--- config.mk ---
export PLATFORM = sky130hd
export DESIGN_NAME = quasi_bidir_port_mux
export DESIGN_NICKNAME = d
export VERILOG_FILES = /design/src/verilog/quasi_bidir_port_mux.v
export VERILOG_INCLUDE_DIRS = /design/src /design/src/verilog
export SDC_FILE = /design/constraint.sdc
export NUM_CORES = 1
export LEC_CHECK = 0
export BUFFER_PORTS_ARGS = -buffer_cell sky130_fd_sc_hd__clkbuf_2
export CAP_MARGIN = 20
export CORE_UTILIZATION = 50
export CTS_CLUSTER_DIAMETER = 30
export DETAILED_ROUTE_END_ITERATION = 8
export GPL_TIMING_DRIVEN = 0
export PLACE_DENSITY = 0.8
export SYNTH_ARGS = -nofsm -noshare
export SYNTH_HDL_FRONTEND = slang
export SYNTH_SLANG_ARGS = --single-unit
export TNS_END_PERCENT = 100
--- constraint.sdc ---
create_clock -name SYS_CLK -period 6.2 [get_ports SYS_CLK]
set_input_delay 0.31 -clock SYS_CLK [delete_from_list [all_inputs] [get_ports SYS_CLK]]
set_output_delay 0.31 -clock SYS_CLK [all_outputs]
set_load 0.02 [all_outputs]
--- src/verilog/gpio_map.vh ---
// Register map, reset values and field layout of the port block
`ifndef GPIO_MAP_VH
`define GPIO_MAP_VH

// Register byte addresses
`define SPEC_SEL_ADDR 32'hFFFF_8109
`define SPEC_LATCH_ADDR 32'hFFFF_810B
`define MAIN_SEL_ADDR 32'hFFFF_8503
`define MAIN_LATCH_LO_ADDR 32'hFFFF_8505
`define MAIN_LATCH_HI_ADDR 32'hFFFF_8509
`define MAIN_PIN_RD_LO_ADDR 32'hFFFF_8507
`define MAIN_PIN_RD_HI_ADDR 32'hFFFF_850B

// Reset values
`define MAIN_SEL_RST 8'h00
`define SPEC_SEL_RST 8'h80
`define LATCH_RST 8'hFF
`define DRIVE_RST 24'hFF_FFFF
`define OE_RST 24'h00_0000
`define WEAK_RST 24'h7F_FFFF

// Field positions
`define SPEC_NMI_BIT 7
`define PIN_COUNT 24
`define SPEC_BASE 16

`endif

--- src/verilog/quasi_bidir_port_mux.v ---
// Quasi-bidirectional main port, special port and function select logic
`timescale 1ns/1ps
`include "gpio_map.vh"

module quasi_bidir_port_mux (
  // Clock and resets
  input wire SYS_CLK,
  input wire RST,
  input wire PERIPH_RST,
  // Register port
  input wire [31:0] ADDR,
  input wire [7:0] WDATA,
  input wire WR,
  input wire RD,
  output reg [7:0] RDATA,
  // Main port pins
  input wire [15:0] MAIN_PIN_IN,
  output wire [15:0] MAIN_PIN_OUT,
  output wire [15:0] MAIN_PIN_OE,
  output wire [15:0] MAIN_WEAK_PU,
  // Special port pins
  input wire [7:0] SPEC_PIN_IN,
  output wire [7:0] SPEC_PIN_OUT,
  output wire [7:0] SPEC_PIN_OE,
  output wire [7:0] SPEC_WEAK_PU,
  // Bus width select pin
  input wire BUS_WIDTH_SELECT_PIN,
  // Alternate functions, main port
  input wire [15:0] MAIN_ALT_OUT,
  input wire [15:0] MAIN_ALT_OE,
  output wire [15:0] MAIN_ALT_IN,
  // Alternate functions, special port
  input wire [7:0] SPEC_ALT_OUT,
  input wire [7:0] SPEC_ALT_OE,
  output wire [7:0] SPEC_ALT_IN,
  output reg NONMASKABLE_INTERRUPT_INPUT
);

  // ****************************************
  // Registers
  // ****************************************
  reg [7:0] main_sel_q;
  reg [7:0] main_latch_lo_q;
  reg [7:0] main_latch_hi_q;
  reg [7:0] spec_sel_q;
  reg [7:0] spec_latch_q;
  reg [23:0] sync1_q;
  reg [23:0] sync2_q;
  reg bsize1_q;
  reg bsize2_q;
  reg [23:0] drive_q;
  reg [23:0] oe_q;
  reg [23:0] weak_q;
  reg [23:0] drive_d;
  reg [23:0] oe_d;
  reg [23:0] weak_d;
  reg [7:0] rdata_d;

  wire [23:0] sel;
  wire [23:0] latch;
  wire [23:0] alt_out;
  wire [23:0] alt_oe;

  // ****************************************
  // Pin and strap synchronisers
  // ****************************************
  always @(posedge SYS_CLK or posedge RST) begin
    if (RST) begin
      sync1_q <= 24'h00_0000;
      sync2_q <= 24'h00_0000;
      bsize1_q <= 1'b0;
      bsize2_q <= 1'b0;
    end else begin
      sync1_q <= {SPEC_PIN_IN, MAIN_PIN_IN};
      sync2_q <= sync1_q;
      bsize1_q <= BUS_WIDTH_SELECT_PIN;
      bsize2_q <= bsize1_q;
    end
  end

  // Every alternate sees the pin, bracketed parallel inputs included
  assign MAIN_ALT_IN = sync2_q[15:0];
  assign SPEC_ALT_IN = sync2_q[23:16];

  // ****************************************
  // Control and latch registers
  // ****************************************
  always @(posedge SYS_CLK or posedge RST) begin
    if (RST) begin
      main_sel_q <= `MAIN_SEL_RST;
    end else if (WR && ADDR == `MAIN_SEL_ADDR) begin
      main_sel_q <= WDATA;
    end
  end

  // Peripheral reset leaves main select alone
  always @(posedge SYS_CLK or posedge RST) begin
    if (RST) begin
      main_latch_lo_q <= `LATCH_RST;
      main_latch_hi_q <= `LATCH_RST;
      spec_sel_q <= `SPEC_SEL_RST;
      spec_latch_q <= `LATCH_RST;
    end else if (PERIPH_RST) begin
      main_latch_lo_q <= `LATCH_RST;
      main_latch_hi_q <= `LATCH_RST;
      spec_sel_q <= `SPEC_SEL_RST;
      spec_latch_q <= `LATCH_RST;
    end else if (WR) begin
      if (ADDR == `MAIN_LATCH_LO_ADDR) begin
        main_latch_lo_q <= WDATA;
      end
      if (ADDR == `MAIN_LATCH_HI_ADDR) begin
        main_latch_hi_q <= WDATA;
      end
      if (ADDR == `SPEC_SEL_ADDR) begin
        spec_sel_q <= WDATA;
      end
      if (ADDR == `SPEC_LATCH_ADDR) begin
        spec_latch_q <= WDATA;
      end
    end
  end

  // ****************************************
  // Pin drive
  // ****************************************
  assign sel = {spec_sel_q, main_sel_q, {8{bsize2_q}}};
  assign latch = {spec_latch_q, main_latch_hi_q, main_latch_lo_q};
  assign alt_out = {SPEC_ALT_OUT, MAIN_ALT_OUT};
  assign alt_oe = {SPEC_ALT_OE, MAIN_ALT_OE};

  genvar i;
  generate
    for (i = 0; i < `PIN_COUNT; i = i + 1) begin : g_pin
      always @* begin
        if (sel[i]) begin
          drive_d[i] = alt_out[i];
          oe_d[i] = alt_oe[i];
          weak_d[i] = 1'b0;
        end else begin
          drive_d[i] = latch[i];
          // Strong drive for low, or for the first cycle of a rise
          oe_d[i] = ~latch[i] | ~drive_q[i];
          weak_d[i] = latch[i];
        end
      end
    end
  endgenerate

  always @(posedge SYS_CLK or posedge RST) begin
    if (RST) begin
      drive_q <= `DRIVE_RST;
      oe_q <= `OE_RST;
      weak_q <= `WEAK_RST;
      NONMASKABLE_INTERRUPT_INPUT <= 1'b1;
    end else begin
      drive_q <= drive_d;
      oe_q <= oe_d;
      weak_q <= weak_d;
      // Active low; idle high while the line is a port pin
      NONMASKABLE_INTERRUPT_INPUT <= ~spec_sel_q[`SPEC_NMI_BIT] |
        sync2_q[`SPEC_BASE + `SPEC_NMI_BIT];
    end
  end

  assign MAIN_PIN_OUT = drive_q[15:0];
  assign MAIN_PIN_OE = oe_q[15:0];
  assign MAIN_WEAK_PU = weak_q[15:0];
  assign SPEC_PIN_OUT = drive_q[23:16];
  assign SPEC_PIN_OE = oe_q[23:16];
  assign SPEC_WEAK_PU = weak_q[23:16];

  // ****************************************
  // Read port
  // ****************************************
  always @* begin
    rdata_d = 8'h00;
    if (RD) begin
      case (ADDR)
        `MAIN_SEL_ADDR: rdata_d = main_sel_q;
        `MAIN_LATCH_LO_ADDR: rdata_d = main_latch_lo_q;
        `MAIN_LATCH_HI_ADDR: rdata_d = main_latch_hi_q;
        `MAIN_PIN_RD_LO_ADDR: rdata_d = sync2_q[7:0];
        `MAIN_PIN_RD_HI_ADDR: rdata_d = sync2_q[15:8];
        `SPEC_SEL_ADDR: rdata_d = spec_sel_q;
        `SPEC_LATCH_ADDR: rdata_d = spec_latch_q;
        default: rdata_d = 8'h00;
      endcase
    end
  end

  always @(posedge SYS_CLK or posedge RST) begin
    if (RST) begin
      RDATA <= 8'h00;
    end else begin
      RDATA <= rdata_d;
    end
  end

endmodule

==> flow_summary_export.csv, run 1 <==
group,metric,value,unit
critical_path,worst_r2r_endpoint,"RDATA[1]$_DFF_PP0_",
critical_path,crit_required,6500,ps
clock_tree,cts_max_path_buffers,2,
hold_path,worstHoldStart,"SPEC_ALT_OUT[5]",
synthesis,postSynthCellCount,461,
synthesis,synth_area_leader_cell,"dfrtp_1",
floorplan,die_area,13300,um^2
timing,slew_headroom,0.376,
timing,finalCriticalPeriod,2090,ps
detailed_routing,routedWlPerCell,18.4,um
job,maxCapViolCount,0,
critical_path,r2r-start,"sync2_q[1]$_DFF_PP0_",
global_routing,grt_pass1_wl,25900,um
floorplan,num_rows,40,
critical_path,crit_type,"in -> reg",
synthesis,synth_seq_cells,171,
global_routing,first_global_vias,5015,
place,io_buffers,220,
detailed_routing,ant_nets,0,
detailed_routing,viasPerCell,5.22,
cells_and_area,layout_common_cells,"clkbuf_2 (220), dfrtp_1 (98), dfstp_2 (73)",
critical_path,crit_fanout,9,
place,dp_hpwl,11800,um
synthesis,synth_top_area_share,0.383,
timing,setup_viol,0,
floorplan,start_util,0.522,
timing,hold_ws,89.6,ps
synthesis,ys_warn_count,0,
critical_path,startpoint_type,"primary input",
cells_and_area,final_nets,846,
timing,fmaxAchievable,477,MHz
cells_and_area,final_core_util,0.707,
floorplan,coreArea,12300,um^2
pwr,powerDensity,288,nW/um^2
timing,period_share,0.338,
floorplan,fp.dieW,115,um
floorplan,die_y,115,um
clock_tree,tritoncts,"built",
clock_tree,post_cts_resized,0,
synthesis,synth_nets,579,
hold_path,worstHoldEndpoint,"drive_q[21]$_DFF_PP1_",
cells_and_area,layout-drive-gt1-share,0.480,
clock_tree,cts_setup_buffers,0,
critical_path,r2r.worst_path.cells,4,
pwr,ir_drop,0.000184,V
synthesis,yosysUniqueCellTypes,42,
synthesis,synth.avg_cell_area,13.9,um^2
detailed_routing,drt_iter0_drc,265,
clock_tree,cts_buffers,17,
hold_path,holdPathStages,2,
cells_and_area,final_common_cell,"clkbuf_2",
synthesis,ys_seq_area_frac,0.682,
global_routing,antenna_found_initial,0,
timing,finalClockSkew,5.64,ps
clock_tree,cts.htree.levels,4,
floorplan,pin_count,223,
global_routing,grt_max_degree,108,
cells_and_area,area_delta_synth_final,35.4,%
clock_tree,clkLatencyLatePin,420,ps
status,status,"complete, no violations",
global_routing,grt_usage,0.267,
detailed_routing,drc_errors,0,
global_routing,gr-total-overflow,0,
synthesis,netlist_area,6400,um^2
place,gp_congestion,0.824,
timing,tightestPinTransition,931,ps
timing,hold_viol,0,
critical_path,rrSetupSlack,4950,ps
detailed_routing,drtPass1Iterations,4,
hold_path,hold_class,"in -> reg",
clock_tree,holdBufCountCts,26,
clock_tree,root_buffer,"clkbuf_16",
timing,maxSlewViolCount,0,
timing,rsz0062_at_grt,"no",
critical_path,crit_arrival,2400,ps
cells_and_area,num-fill-cells,876,
pwr,p_leak,0.00429,uW
detailed_routing,dr_total_vias,4748,
critical_path,cp-end-kind,"register",
clock_tree,clk_pin_slew,60,ps
synthesis,synthTopCellsByArea,"dfrtp_1 (38%), dfstp_2 (30%), mux2i_1 (6.4%)",
detailed_routing,wl,16700,um
clock_tree,clock_sinks,171,
cells_and_area,antenna_cells,0,
through the flow:
stage / instance area, um^2 / power (uW) / setup slack [ps] / setup TNS, ps / std cells
finish: 8670 / 2490 / 4110 / 0 / 909
global route: 8670 / 2580 / 4120 / 0 / 909
CTS: 8670 / 2510 / 4210 / 0 / 909
detailed placement: 7750 / 1350 / 3760 / 0 / 851
global placement: 7710 / 1340 / -167 / -15800 / 849
floorplan: 6400 / 1260 / 1380 / 0 / 461
cell families after synthesis:
logic type             synth area share
DFF                               0.682
and+or+nand+nor                   0.132
AOI/OAI and AO/OA                0.0823
muxes                            0.0922
buffers and inverters            0.0107
worst max-delay path by stage:
stage / startpoint / to / slack (ps) / cells after the start
CTS: ADDR[2] / main_sel_q[2]$_DFFE_PP0P_ / 4210 / 5
global placement: RST / oe_q[16]$_DFF_PP0_ / -170 / 2
finish: ADDR[2] / main_sel_q[2]$_DFFE_PP0P_ / 4110 / 5
global route: ADDR[2] / main_sel_q[5]$_DFFE_PP0P_ / 4120 / 5
floorplan: RST / RDATA[0]$_DFF_PP0_ / 1380 / 1
detailed placement: ADDR[2] / main_sel_q[5]$_DFFE_PP0P_ / 3760 / 5
synth_stat cells, drive strengths merged:
cell,instances
and4,1
or2,1
nand2,2
o22ai,8
o31ai,7
nand2b,1
a31oi,1
a21oi,31
clkbuf,11
nand3,3
or4b,1
and4bb,1
a21o,24
dfstp,73
buf,3
nand4bb,2
nand4,15
inv,4
mux2i,41
nor4b,1
nor4,5
o21bai,1
mux2,16
dfrtp,98
a221oi,8
nor3,2
o21ai,1
nand3b,1
nor2b,48
nor2,44
and4b,1
nand4b,2
or4,2
nor3b,1
state kept, by name, indices dropped and copies added (netlist names):
name and count:
bsize1_q 1, sync2_q 24, weak_q 24, RDATA 8, spec_latch_q 8, spec_sel_q 8, main_latch_hi_q 8, main_latch_lo_q 8
NONMASKABLE_INTERRUPT_INPUT 1, oe_q 24, bsize2_q 1, sync1_q 24, drive_q 24, main_sel_q 8
report_power, final:
group	total, uW	switching, uW	leakage, uW	internal, uW
Sequential	1160	11.7	0.00200	1150
Clock	1150	423	0.000323	728
Combinational	180	108	0.00197	72.4
Total	2490	542	0.00429	1950
final cells by class:
cell class | count | area [um^2] | area share
sequential | 171 | 4370 | 0.504
multi-input combinational | 272 | 1960 | 0.227
timing repair buffer | 248 | 1390 | 0.161
clock buffer | 22 | 494 | 0.0570
tap | 168 | 210 | 0.0242
clock inverter | 10 | 160 | 0.0185
buffer | 14 | 53.8 | 0.00621
inverter | 4 | 22.5 | 0.00260
worst max-delay path: stages:
cell and delay (ps):
clkbuf_2 110, nand3b_1 210, nor3b_2 790, nand4_2 530
mux2_2 430
layer usage:
metal  vias up  share of wire  GRT usage
li1       2173              -          -
met1      2356           0.41      0.322
met2       193           0.51      0.464
met3        26          0.061     0.0617
met4         0          0.018      0.111
met5         -              0          0
Note: power is estimated with default switching activity, not from simulation.
==> run 2, diff against run 1 <==
==> constraint.sdc (replaced) <==
create_clock -name SYS_CLK -period 2 [get_ports SYS_CLK]
set_input_delay 0.1 -clock SYS_CLK [delete_from_list [all_inputs] [get_ports SYS_CLK]]
set_output_delay 0.1 -clock SYS_CLK [all_outputs]
set_load 0.02 [all_outputs]
==> run 2 against run 1 <==
Count of clock-buffer cells in the layout decreased by 2. Die area unchanged. Largest power group unchanged. Largest cell class unchanged. Critical path depth unchanged. Global-route usage increased by 2.3 points.
==> flow_summary_export.csv, run 2 (same netlist as run 1, synthesis figures left out) <==
group,metric,value,unit
detailed_routing,dr_total_vias,5078,
timing,maxSlewViolCount,0,
detailed_routing,drt_iter0_drc,305,
floorplan,die_y,115,um
timing,setup_viol,0,
critical_path,r2r-start,"bsize2_q$_DFF_PP0_",
cells_and_area,postLayoutCellArea,9240,um^2
floorplan,die_area,13300,um^2
place,placed_area,7810,um^2
pwr,p_leak,0.00451,uW
clock_tree,clock_sinks,171,
detailed_routing,ant_nets,0,
clock_tree,cts_buffers,17,
clock_tree,clk_pin_slew,70,ps
global_routing,antenna_found_initial,0,
job,maxCapViolCount,0,
cells_and_area,layout_common_cells,"clkbuf_2 (220), dfrtp_1 (98), dlygate4sd3_1 (82)",
timing,finalClockSkew,8.32,ps
clock_tree,cts.htree.levels,4,
timing,rsz0062_at_grt,"no",
floorplan,fp.dieW,115,um
global_routing,gr-total-overflow,0,
timing,slew_headroom,0.365,
pwr,power,7670,uW
cells_and_area,multi_input_area,1960,um^2
status,status,"complete, no violations",
clock_tree,tritoncts,"built",
critical_path,crit_type,"in -> reg",
pwr,ir_drop,0.000621,V
timing,hold_viol,0,
timing,setup_ws,20.8,ps
place,io_buffers,220,
detailed_routing,routedWlPerCell,19.1,um
critical_path,crit_arrival,2280,ps
clock_tree,cts_setup_buffers,0,
pwr,powerDensity,830,nW/um^2
detailed_routing,wl,18500,um
cells_and_area,area_delta_synth_final,44.3,%
global_routing,grt_usage,0.291,
hold_path,hold_class,"in -> reg",
detailed_routing,viasPerCell,5.25,
cells_and_area,num-fill-cells,789,
timing,period_share,0.990,
hold_path,worstHoldStart,"PERIPH_RST",
timing,tns,0,ps
cells_and_area,final_common_cell,"clkbuf_2",
global_routing,grt_max_degree,48,
clock_tree,root_buffer,"clkbuf_16",
floorplan,start_util,0.522,
clock_tree,post_cts_resized,0,
detailed_routing,drtPass1Iterations,5,
timing,finalCriticalPeriod,1980,ps
clock_tree,clkLatencyLatePin,420,ps
global_routing,first_global_vias,5500,
critical_path,crit_required,2300,ps
critical_path,cp-end-kind,"register",
detailed_routing,drc_errors,0,
floorplan,coreArea,12300,um^2
floorplan,num_rows,40,
cells_and_area,final_nets,905,
critical_path,crit_fanout,9,
place,gp_congestion,0.847,
place,dp_hpwl,12300,um
clock_tree,cts_max_path_buffers,2,
timing,fmaxAchievable,505,MHz
timing,tightestPinTransition,948,ps
cells_and_area,layout-drive-gt1-share,0.445,
cells_and_area,antenna_cells,0,
critical_path,startpoint,"ADDR[2]",
cells_and_area,final-seq-area,4370,um^2
place,post-place-ws,-308,ps
global_routing,grt_pass1_wl,28200,um
clock_tree,holdBufCountCts,82,
cells_and_area,final_core_util,0.753,
critical_path,startpoint_type,"primary input",
floorplan,pin_count,223,
[run 2: changes by cell type in the layout (fill, tap and decap cells not counted)]
cell / previous run / this run
buf_12: 0 / 4
buf_16: 1 / 0
buf_2: 2 / 1
clkbuf_1: 11 / 14
clkbuf_8: 5 / 0
clkdlybuf4s18_2: 0 / 1
clkinv_2: 3 / 4
clkinv_4: 1 / 2
clkinvlp_4: 1 / 3
dlygate4sd3_1: 26 / 82
inv_6: 1 / 0
inv_8: 1 / 0
[run 2: final timing paths]
| check | endpoint | slack (ps) | depth (start not counted) |
|---|---|---|---|
| hold / removal | spec_latch_q[4]$_DFFE_PP1P_ | 150 | 3 |
| setup reg to reg | oe_q[4]$_DFF_PP0_ | 710 | 3 |
| min in group asynchronous | oe_q[3]$_DFF_PP0_ | 300 | 4 |
| max in group asynchronous | main_latch_hi_q[5]$_DFFE_PP1P_ | 1110 | 5 |
| hold reg to reg | sync2_q[9]$_DFF_PP0_ | 350 | 0 |
| setup / recovery | main_sel_q[0]$_DFFE_PP0P_ | 20 | 5 |
[run 2: through the flow]
| step | hold slack (ps) | cells |
|---|---|---|
| final | 146 | 968 |
| after global routing | 161 | 968 |
| after CTS | 102 | 968 |
| after detailed placement | 173 | 854 |
| after global placement | 208 | 849 |
| after floorplan | 131 | 461 |
[run 2: layout make-up]
type / instances / share of cell area
Sequential cell: 171 / 0.473
Timing Repair Buffer: 307 / 0.218
Multi-Input combinational cell: 272 / 0.213
Clock buffer: 20 / 0.0473
Tap cell: 168 / 0.0228
Clock inverter: 12 / 0.0187
Buffer: 14 / 0.00582
Inverter: 4 / 0.00203
[run 2: where the power goes]
group | internal [uW] | total [uW] | leakage [uW] | switching (uW)
Combinational | 306 | 673 | 0.00222 | 367
Sequential | 3570 | 3610 | 0.00200 | 38.7
Clock | 2080 | 3390 | 0.000294 | 1300
Total | 5960 | 7670 | 0.00451 | 1710
[run 2: critical path: stages]
cell and delay (ps):
clkbuf_2 120, nand3b_1 220, nor3b_2 810, nand4_2 570, mux2_2 460
[run 2: routing by layer]
metal	wire length, um	vias to the layer above	GRT usage
li1	-	2296	-
met1	7210	2523	0.337
met2	9610	232	0.521
met3	1360	27	0.0812
met4	284	0	0.0918
met5	0	-	0
